## src/include/sast_pkg.sv

```systemverilog
// Constants, types and timing figures shared by the sequence timing block.
// Assumes a single 125 MHz clock; all intervals are counted in timebase ticks.
package sast_pkg;

  ////////////////////////////////////////////////////////////////////////////
  // Clock and timebase.
  localparam int unsigned CLK_PERIOD_NS   = 8;
  localparam real         TICK_TIME_MS    = 0.1;
  localparam int unsigned TICK_CYCLES_DEF =
    int'(TICK_TIME_MS * 1.0e6 / CLK_PERIOD_NS);

  ////////////////////////////////////////////////////////////////////////////
  // Interval counters.
  localparam int unsigned CNT_W = 15;
  typedef logic [CNT_W-1:0] sast_cnt_t;

  // Converts a time in milliseconds to a count of timebase ticks.
  function automatic sast_cnt_t ms_to_ticks(input real ms);
    return sast_cnt_t'(int'(ms / TICK_TIME_MS));
  endfunction

  localparam real INIT_TIME_S    = 2.0;
  localparam real RECOG_TIME_MS  = 2.0;
  localparam real MODE_TIME_MS   = 2.0;
  localparam real DETECT_TIME_MS = 0.5;
  localparam real FREE_CLR_MS    = 1.5;
  localparam real BRAKE_CLR_MS   = 80.0;

  localparam sast_cnt_t INIT_TICKS   = ms_to_ticks(INIT_TIME_S * 1000.0);
  localparam sast_cnt_t RECOG_TICKS  = ms_to_ticks(RECOG_TIME_MS);
  localparam sast_cnt_t MODE_TICKS   = ms_to_ticks(MODE_TIME_MS);
  localparam sast_cnt_t DETECT_TICKS = ms_to_ticks(DETECT_TIME_MS);
  localparam sast_cnt_t FREE_TICKS   = ms_to_ticks(FREE_CLR_MS);
  localparam sast_cnt_t BRAKE_TICKS  = ms_to_ticks(BRAKE_CLR_MS);

  ////////////////////////////////////////////////////////////////////////////
  // Sequence inputs and their fixed roles.
  localparam int unsigned NUM_SEQ         = 5;
  localparam int unsigned SEQ_SERVO_ON    = 0;
  localparam int unsigned SEQ_ALARM_RESET = 1;
  localparam int unsigned SEQ_MODE_SEL    = 2;
  localparam int unsigned STOP_ACT_W      = 3;
  localparam int unsigned STOP_FREE_BIT   = 0;

  ////////////////////////////////////////////////////////////////////////////
  // Sequencer states, one-hot.
  typedef enum logic [3:0] {
    ST_INIT  = 4'h1,
    ST_IDLE  = 4'h2,
    ST_RUN   = 4'h4,
    ST_FAULT = 4'h8
  } sast_state_e;

  // Status reported to the host.
  typedef struct packed {
    logic servo_ctrl_ready;
    logic op_ready;
    logic alarm_detect;
    logic control_mode;
    logic mode_busy;
  } sast_status_s;

endpackage

```

## src/core/sast_tick.sv

```systemverilog
// Free-running timebase: one-cycle tick every TICK_CYCLES clocks.
// Assumes the synchronous active-high reset of the sequence timing block.
`timescale 1ns/1ns
`default_nettype none
module sast_tick
  import sast_pkg::*;
#(
  parameter int unsigned TICK_CYCLES = TICK_CYCLES_DEF
)
(
  // Clock and reset.
  input  wire logic clk,
  input  wire logic reset,
  // Timebase.
  output logic      tick
);

  localparam logic [15:0] LAST = 16'(TICK_CYCLES - 1);

  logic [15:0] div_cnt;
  logic [15:0] next_div_cnt;
  logic        next_tick;

  ////////////////////////////////////////////////////////////////////////////
  // Divider wraps at the last count and pulses the tick there.
  always_comb
  begin
    next_tick    = (div_cnt == LAST);
    next_div_cnt = next_tick ? 16'h0000 : div_cnt + 16'h0001;
  end

  always_ff @(posedge clk)
  begin
    if (reset)
    begin
      div_cnt <= 16'h0000;
      tick    <= 1'b0;
    end
    else
    begin
      div_cnt <= next_div_cnt;
      tick    <= next_tick;
    end
  end
endmodule // sast_tick
`default_nettype wire

```

## src/core/sast_top.sv

```systemverilog
// Sequence signal timing of a servo amplifier toward its host controller:
// initialisation, servo-on handshake, input recognition, mode switching
// and alarm detection and reset.
// Assumes pins are asynchronous and alarm_event comes from logic on clk.
`timescale 1ns/1ns
`default_nettype none
module sast_top
  import sast_pkg::*;
#(
  parameter int unsigned TICK_CYCLES = TICK_CYCLES_DEF
)
(
  // Clock and reset.
  input  wire logic                  clk,
  input  wire logic                  reset,
  // Sequence input pins from the host.
  input  wire logic [NUM_SEQ-1:0]    seq_in_pin,
  // Internal alarm source and stop action configuration.
  input  wire logic                  alarm_event,
  input  wire logic [STOP_ACT_W-1:0] alarm_stop_action_setting,
  // Status toward the host.
  output var  sast_status_s          status,
  output logic [NUM_SEQ-1:0]         seq_recognised,
  output logic                       brake_short_stop
);

  // True on the tick that ends an interval of the given length.
  function automatic logic timer_done(input logic run, input sast_cnt_t cnt,
                                      input sast_cnt_t limit, input logic tk);
    return run && tk && (cnt == limit - sast_cnt_t'(1));
  endfunction

  logic tick;

  sast_tick #(.TICK_CYCLES(TICK_CYCLES)) u_tick (
    .clk   (clk),
    .reset (reset),
    .tick  (tick)
  );

  ////////////////////////////////////////////////////////////////////////////
  // Two-stage synchroniser plus one history stage for edge detection.
  logic [NUM_SEQ-1:0] pin_meta, pin_sync, pin_prev;
  logic [NUM_SEQ-1:0] next_pin_meta, next_pin_sync, next_pin_prev;

  always_comb
  begin
    next_pin_meta = seq_in_pin;
    next_pin_sync = pin_meta;
    next_pin_prev = pin_sync;
  end

  always_ff @(posedge clk)
  begin
    if (reset)
    begin
      pin_meta <= '0;
      pin_sync <= '0;
      pin_prev <= '0;
    end
    else
    begin
      pin_meta <= next_pin_meta;
      pin_sync <= next_pin_sync;
      pin_prev <= next_pin_prev;
    end
  end

  ////////////////////////////////////////////////////////////////////////////
  // Recognition: a rising edge starts a 2 ms interval; at its end the input
  // is reported. A short pulse still yields at least a one-cycle report.
  logic [NUM_SEQ-1:0] rec_run, next_rec_run, next_rec, rec_fire;
  sast_cnt_t          rec_cnt [NUM_SEQ];
  sast_cnt_t          next_rec_cnt [NUM_SEQ];

  always_comb
  begin
    for (int i = 0; i < NUM_SEQ; i++)
    begin
      next_rec_run[i] = rec_run[i];
      next_rec_cnt[i] = rec_cnt[i];
      next_rec[i]     = seq_recognised[i];
      rec_fire[i]     = timer_done(rec_run[i], rec_cnt[i], RECOG_TICKS,
                                   tick);
      if (!pin_sync[i] && !rec_run[i])
        next_rec[i] = 1'b0;
      if (pin_sync[i] && !pin_prev[i])
      begin
        next_rec_run[i] = 1'b1;
        next_rec_cnt[i] = '0;
      end
      else if (rec_fire[i])
      begin
        next_rec_run[i] = 1'b0;
        next_rec[i]     = 1'b1;
      end
      else if (rec_run[i] && tick)
        next_rec_cnt[i] = rec_cnt[i] + sast_cnt_t'(1);
    end
  end

  always_ff @(posedge clk)
  begin
    if (reset)
    begin
      rec_run        <= '0;
      seq_recognised <= '0;
      for (int i = 0; i < NUM_SEQ; i++)
        rec_cnt[i] <= '0;
    end
    else
    begin
      rec_run        <= next_rec_run;
      seq_recognised <= next_rec;
      for (int i = 0; i < NUM_SEQ; i++)
        rec_cnt[i] <= next_rec_cnt[i];
    end
  end

  ////////////////////////////////////////////////////////////////////////////
  // Mode switch: any change of the select level restarts the 2 ms window;
  // the new mode takes effect at its end, so bouncing only delays it.
  logic      mode_run, next_mode_run, next_mode;
  sast_cnt_t mode_cnt, next_mode_cnt;

  always_comb
  begin
    next_mode_run = mode_run;
    next_mode_cnt = mode_cnt;
    next_mode     = status.control_mode;
    if (pin_sync[SEQ_MODE_SEL] != pin_prev[SEQ_MODE_SEL])
    begin
      next_mode_run = 1'b1;
      next_mode_cnt = '0;
    end
    else if (timer_done(mode_run, mode_cnt, MODE_TICKS, tick))
    begin
      next_mode_run = 1'b0;
      next_mode     = pin_sync[SEQ_MODE_SEL];
    end
    else if (mode_run && tick)
      next_mode_cnt = mode_cnt + sast_cnt_t'(1);
  end

  always_ff @(posedge clk)
  begin
    if (reset)
    begin
      mode_run <= 1'b0;
      mode_cnt <= '0;
    end
    else
    begin
      mode_run <= next_mode_run;
      mode_cnt <= next_mode_cnt;
    end
  end

  ////////////////////////////////////////////////////////////////////////////
  // Alarm: detection 0.5 ms after the event; a recognised reset clears it
  // after 1.5 ms or 80 ms by stop action. A new alarm beats a reset.
  logic      alm_pend, next_alm_pend, next_detect;
  logic      clr_run, next_clr_run, clr_free, next_clr_free;
  sast_cnt_t alm_cnt, next_alm_cnt, clr_cnt, next_clr_cnt;
  sast_cnt_t clr_limit;

  always_comb
  begin
    next_alm_pend = alm_pend;
    next_alm_cnt  = alm_cnt;
    next_detect   = status.alarm_detect;
    next_clr_run  = clr_run;
    next_clr_cnt  = clr_cnt;
    next_clr_free = clr_free;
    clr_limit     = clr_free ? FREE_TICKS : BRAKE_TICKS;
    if (alarm_event)
    begin
      next_alm_pend = 1'b1;
      next_alm_cnt  = '0;
      next_clr_run  = 1'b0;
    end
    else
    begin
      if (timer_done(alm_pend, alm_cnt, DETECT_TICKS, tick))
      begin
        next_alm_pend = 1'b0;
        next_detect   = 1'b1;
      end
      else if (alm_pend && tick)
        next_alm_cnt = alm_cnt + sast_cnt_t'(1);
      if (rec_fire[SEQ_ALARM_RESET] && status.alarm_detect)
      begin
        next_clr_run  = 1'b1;
        next_clr_cnt  = '0;
        next_clr_free = alarm_stop_action_setting[STOP_FREE_BIT];
      end
      else if (timer_done(clr_run, clr_cnt, clr_limit, tick))
      begin
        next_clr_run = 1'b0;
        next_detect  = alm_pend;
      end
      else if (clr_run && tick)
        next_clr_cnt = clr_cnt + sast_cnt_t'(1);
    end
  end

  always_ff @(posedge clk)
  begin
    if (reset)
    begin
      alm_pend         <= 1'b0;
      alm_cnt          <= '0;
      clr_run          <= 1'b0;
      clr_cnt          <= '0;
      clr_free         <= 1'b0;
      brake_short_stop <= 1'b0;
    end
    else
    begin
      alm_pend         <= next_alm_pend;
      alm_cnt          <= next_alm_cnt;
      clr_run          <= next_clr_run;
      clr_cnt          <= next_clr_cnt;
      clr_free         <= next_clr_free;
      brake_short_stop <= next_clr_run && !next_clr_free;
    end
  end

  ////////////////////////////////////////////////////////////////////////////
  // Sequencer: initialisation, then the servo-on handshake. A servo-on still
  // recognised when initialisation ends is accepted at once; the host must wait for ready.
  sast_state_e  state, next_state;
  sast_cnt_t    init_cnt, next_init_cnt;
  sast_status_s next_status;

  always_comb
  begin
    next_state    = state;
    next_init_cnt = init_cnt;
    case (state)
      ST_INIT:
        if (timer_done(1'b1, init_cnt, INIT_TICKS, tick))
          next_state = ST_IDLE;
        else if (tick)
          next_init_cnt = init_cnt + sast_cnt_t'(1);
      ST_IDLE:
        if (status.alarm_detect)
          next_state = ST_FAULT;
        else if (seq_recognised[SEQ_SERVO_ON])
          next_state = ST_RUN;
      ST_RUN:
        if (status.alarm_detect)
          next_state = ST_FAULT;
        else if (!seq_recognised[SEQ_SERVO_ON])
          next_state = ST_IDLE;
      ST_FAULT:
        if (!status.alarm_detect)
          next_state = ST_IDLE;
      default:
        next_state = ST_INIT;
    endcase
    next_status.servo_ctrl_ready = (next_state != ST_INIT);
    next_status.op_ready         = (next_state == ST_RUN);
    next_status.alarm_detect     = next_detect;
    next_status.control_mode     = next_mode;
    next_status.mode_busy        = next_mode_run;
  end

  always_ff @(posedge clk)
  begin
    if (reset)
    begin
      state    <= ST_INIT;
      init_cnt <= '0;
      status   <= '0;
    end
    else
    begin
      state    <= next_state;
      init_cnt <= next_init_cnt;
      status   <= next_status;
    end
  end
endmodule // sast_top
`default_nettype wire

```

## config.mk

```make
export PLATFORM = sky130hd
export DESIGN_NAME = sast_top
export DESIGN_NICKNAME = d
export VERILOG_FILES = /design/src/include/sast_pkg.sv /design/src/core/sast_tick.sv /design/src/core/sast_top.sv
export SDC_FILE = /design/constraint.sdc
export NUM_CORES = 1
export LEC_CHECK = 0
export BUFFER_PORTS_ARGS = -buffer_cell sky130_fd_sc_hd__buf_4
export CAP_MARGIN = 30
export CORE_ASPECT_RATIO = 0.8
export CORE_UTILIZATION = 40
export DETAILED_ROUTE_END_ITERATION = 10
export PLACE_DENSITY_LB_ADDON = 0.12
export SETUP_SLACK_MARGIN = 0.15
export SLEW_MARGIN = 20
export SYNTH_ARGS = -nofsm -noshare
export SYNTH_HDL_FRONTEND = slang
export SYNTH_SLANG_ARGS = --single-unit
```

## constraint.sdc

```tcl
create_clock -name clk -period 1.7 [get_ports clk]
set_input_delay 0.17 -clock clk [delete_from_list [all_inputs] [get_ports clk]]
set_output_delay 0.17 -clock clk [all_outputs]
set_load 0.1 [all_outputs]
```

==> flow_summary.ini <==
[power_and_ir_drop]
intPower_uw = 6837
p_seq_share_pct = 50.9
clockPowerShare_pct = 46.8
max-vdd-ir-drop_uv = 688.9
finalPower_uw = 8806
swShare_pct = 22.36
p_comb_share_pct = 2.3
power_switching_uw = 1969
powerDensity_mw_per_mm2 = 752.7
power.leakage_uw = 0.004155

[finish]
area_delta_synth_final_pct = 38.53
drive_above_1_share_pct = 32.51
final_area_mm2 = 0.01170
postLayoutCoreUtil_pct = 56.52
fin_nets = 1139
antenna_cells = 0

[floorplan]
row_count = 47
dieArea_mm2 = 0.02170
initial_utilization_pct = 40.80
coreArea_mm2 = 0.02070
die_h_um = 132.0
die_w_um = 164.5
boundaryPins = 22

[clock_network]
clock_latency_ns = 0.44
cts_made_buffers = 17
root_buffer = clkbuf_16
cts_num_sinks = 190
clk_pin_slew_worst_paths_ns = 0.07
htree_levels = 4
cts_tree = done
clk_path_buf_depth = 2

[sta]
rsz0062_at_grt = true
tightest_slew_ns = 0.5772
finalHoldViolations = 0
period_share_pct = 103.4
fin_ws_ns = -0.05726
finClkSkew_ns = 0.008201
finalSetupViolCount = 17
maxSlewViolCount = 0
period_needed_ns = 1.757
fmax_mhz = 569.1
slew_headroom_pct = 61.52
tns_ns = -0.7948

[placed_design]
numPortBuffers = 19
dpl_cell_area_mm2 = 0.009791
place_congestion = 0.7979
hpwlAfterDp_um = 12130
place_ws_ns = -0.1179

[route]
num_vias = 7208
routed_wl_um = 19600
viasPerCell = 5.156
drt_iter0_drc = 408
detail-route-antenna-nets = 0
drc = 0
firstDrtPassIters = 5
drt-wirelength-per-cell_um = 14.02

[hold_path]
min_path_cells = 2
hold_path.class = in -> reg

[logic_synthesis]
ys_seq_area_share_pct = 45.04
ys.flop_type = dfxtp_1
netlist_top_cells_count = dfxtp_1 (190), nor2_1 (168), xor2_1 (78), nand3_1 (64), nand2_1 (61)
synth_top_cell_by_area = dfxtp_1
synth_top_area_share_pct = 45.04
yosys-top-cells-area = dfxtp_1 (45%), xor2_1 (8.1%), nor2_1 (7.5%)
synth_nets = 1002
yosysUniqueCellTypes = 51
synth_async_sr_flop_share_pct = 0
yosysWarnings = 0
synthesis.area_mm2 = 0.008446
ys_seq_elements = 190
synth_edf_count = 0
yosys.cell_count.top_type = dfxtp_1
synthesis.instances = 979
post_synth.cell_area_avg_um2 = 8.627

[worst_setup_path]
startpoint_type = flop
cp.arrival_ns = 2.08
criticalPathCategory = reg -> reg
reg2regPathDepth = 6
regToRegSetupSlack_ns = -0.06
cp_max_fo = 15
cp.required_ns = 2.02
end_kind = flop

[outcome]
violations = negative setup slack
status = finished, violations left

[global_route]
grt_max_degree = 36
groute.usage.overall_pct = 18.32
grt_overflow_total = 0
grt_pass1_vias = 6594
grt_pass1_wl_um = 32240
antenna_found_initial = 0

[flow_run]
drv_cap = 0
==> cell type report <==
cell class,count,area [µm²]
fill,1867,9000
multi-input combinational,734,5487
sequential,190,3902
timing repair buffer,150,1294
clock buffer,18,429.2
tap,269,336.6
clock inverter,14,165.2
inverter,23,86.33
==> worst paths after layout <==
path	end	from
max	clr_cnt[11]	rec_cnt[0][16]
min	status[2]	alarm_event
max reg2reg	clr_cnt[11]	rec_cnt[0][16]
min reg2reg	next_pin_prev[0]	next_pin_sync[0]
==> logic make-up (layout without fill, tap and decap cells) <==
logic type / after synthesis / after routing / share of synthesized area, %
XOR/XNOR: 125 / 125 / 12.96
adder cells (fa/ha/maj): 12 / 12 / 1.778
flip-flops: 190 / 190 / 45.04
AND/OR/NAND/NOR: 509 / 509 / 31.07
buffers and inverters: 55 / 205 / 2.548
multiplexers: 10 / 10 / 1.185
AO/OA/AOI/OAI: 78 / 78 / 5.422
==> layout by cell type, fill, tap and decap left out, types with 10 or more instances in the layout <==
cell,instances
o21ai_0,18
buf_6,16
dfxtp_1,135
nor4b_4,11
nor4_4,14
mux2i_1,10
clkbuf_16,17
dfxtp_2,43
nand3_2,17
or3_1,14
xnor2_1,43
nand3_1,45
nand2_1,52
buf_4,120
nor3_1,12
and3_1,20
nand4_1,38
nor2b_1,19
a21oi_1,23
xor2_1,76
inv_1,20
dfxtp_4,12
nor2_1,165
==> power by group through the flow <==
| stage | clock network (µW) | logic [µW] | registers, µW |
|---|---|---|---|
| CTS | 4220 | 200 | 4490 |
| finish | 4120 | 202 | 4480 |
| global placement | 0 | 186 | 4600 |
| global route | 4390 | 224 | 4490 |
| floorplan | 0 | 124 | 4590 |
| detailed placement | 0 | 186 | 4600 |
==> metrics by stage <==
stage	std cells	hold slack (ns)
3_5_place_dp	1332	0.3939
6_report	1398	0.01452
3_3_place_gp	1332	0.3795
5_1_grt	1398	0.007299
4_1_cts	1380	0.002212
2_1_floorplan	979	0.2814
==> what timing repair did <==
item / in CTS / in global routing
cloned: 2 / 0
gates resized for setup: 100 / 132
setup buffers: 8 / 18
hold buffers: 6 / 0
setup endpoints to repair: 114 / 147
pin swaps: 49 / 65
endpoints found under the hold margin: 6 / 0
==> metal layers <==
layer  track usage, %  vias to the layer above  share of wire, %
li1                 -                     3683                 -
met1            27.17                     3420                52
met2            26.44                       83                44
met3            3.680                       22               2.7
met4            5.556                        0               1.2
met5                0                        -                 0
==> worst max-delay path, cell delays in order, from the launching register on <==
cell and delay, ns:
dfxtp_2 0.35, ha_4 0.14, nor4b_4 0.19, nand4_1 0.15, or4_4 0.54, nand2_4 0.20
a21oi_1 0.06
==> state kept, by name, summed over array words and instances (netlist names), 15 cells and up <==
signal / cells
rec_cnt: 75
u_tick.div_cnt: 16
alm_cnt: 15
clr_cnt: 15
init_cnt: 15
mode_cnt: 15
Note: power is estimated with default switching activity, not from simulation.
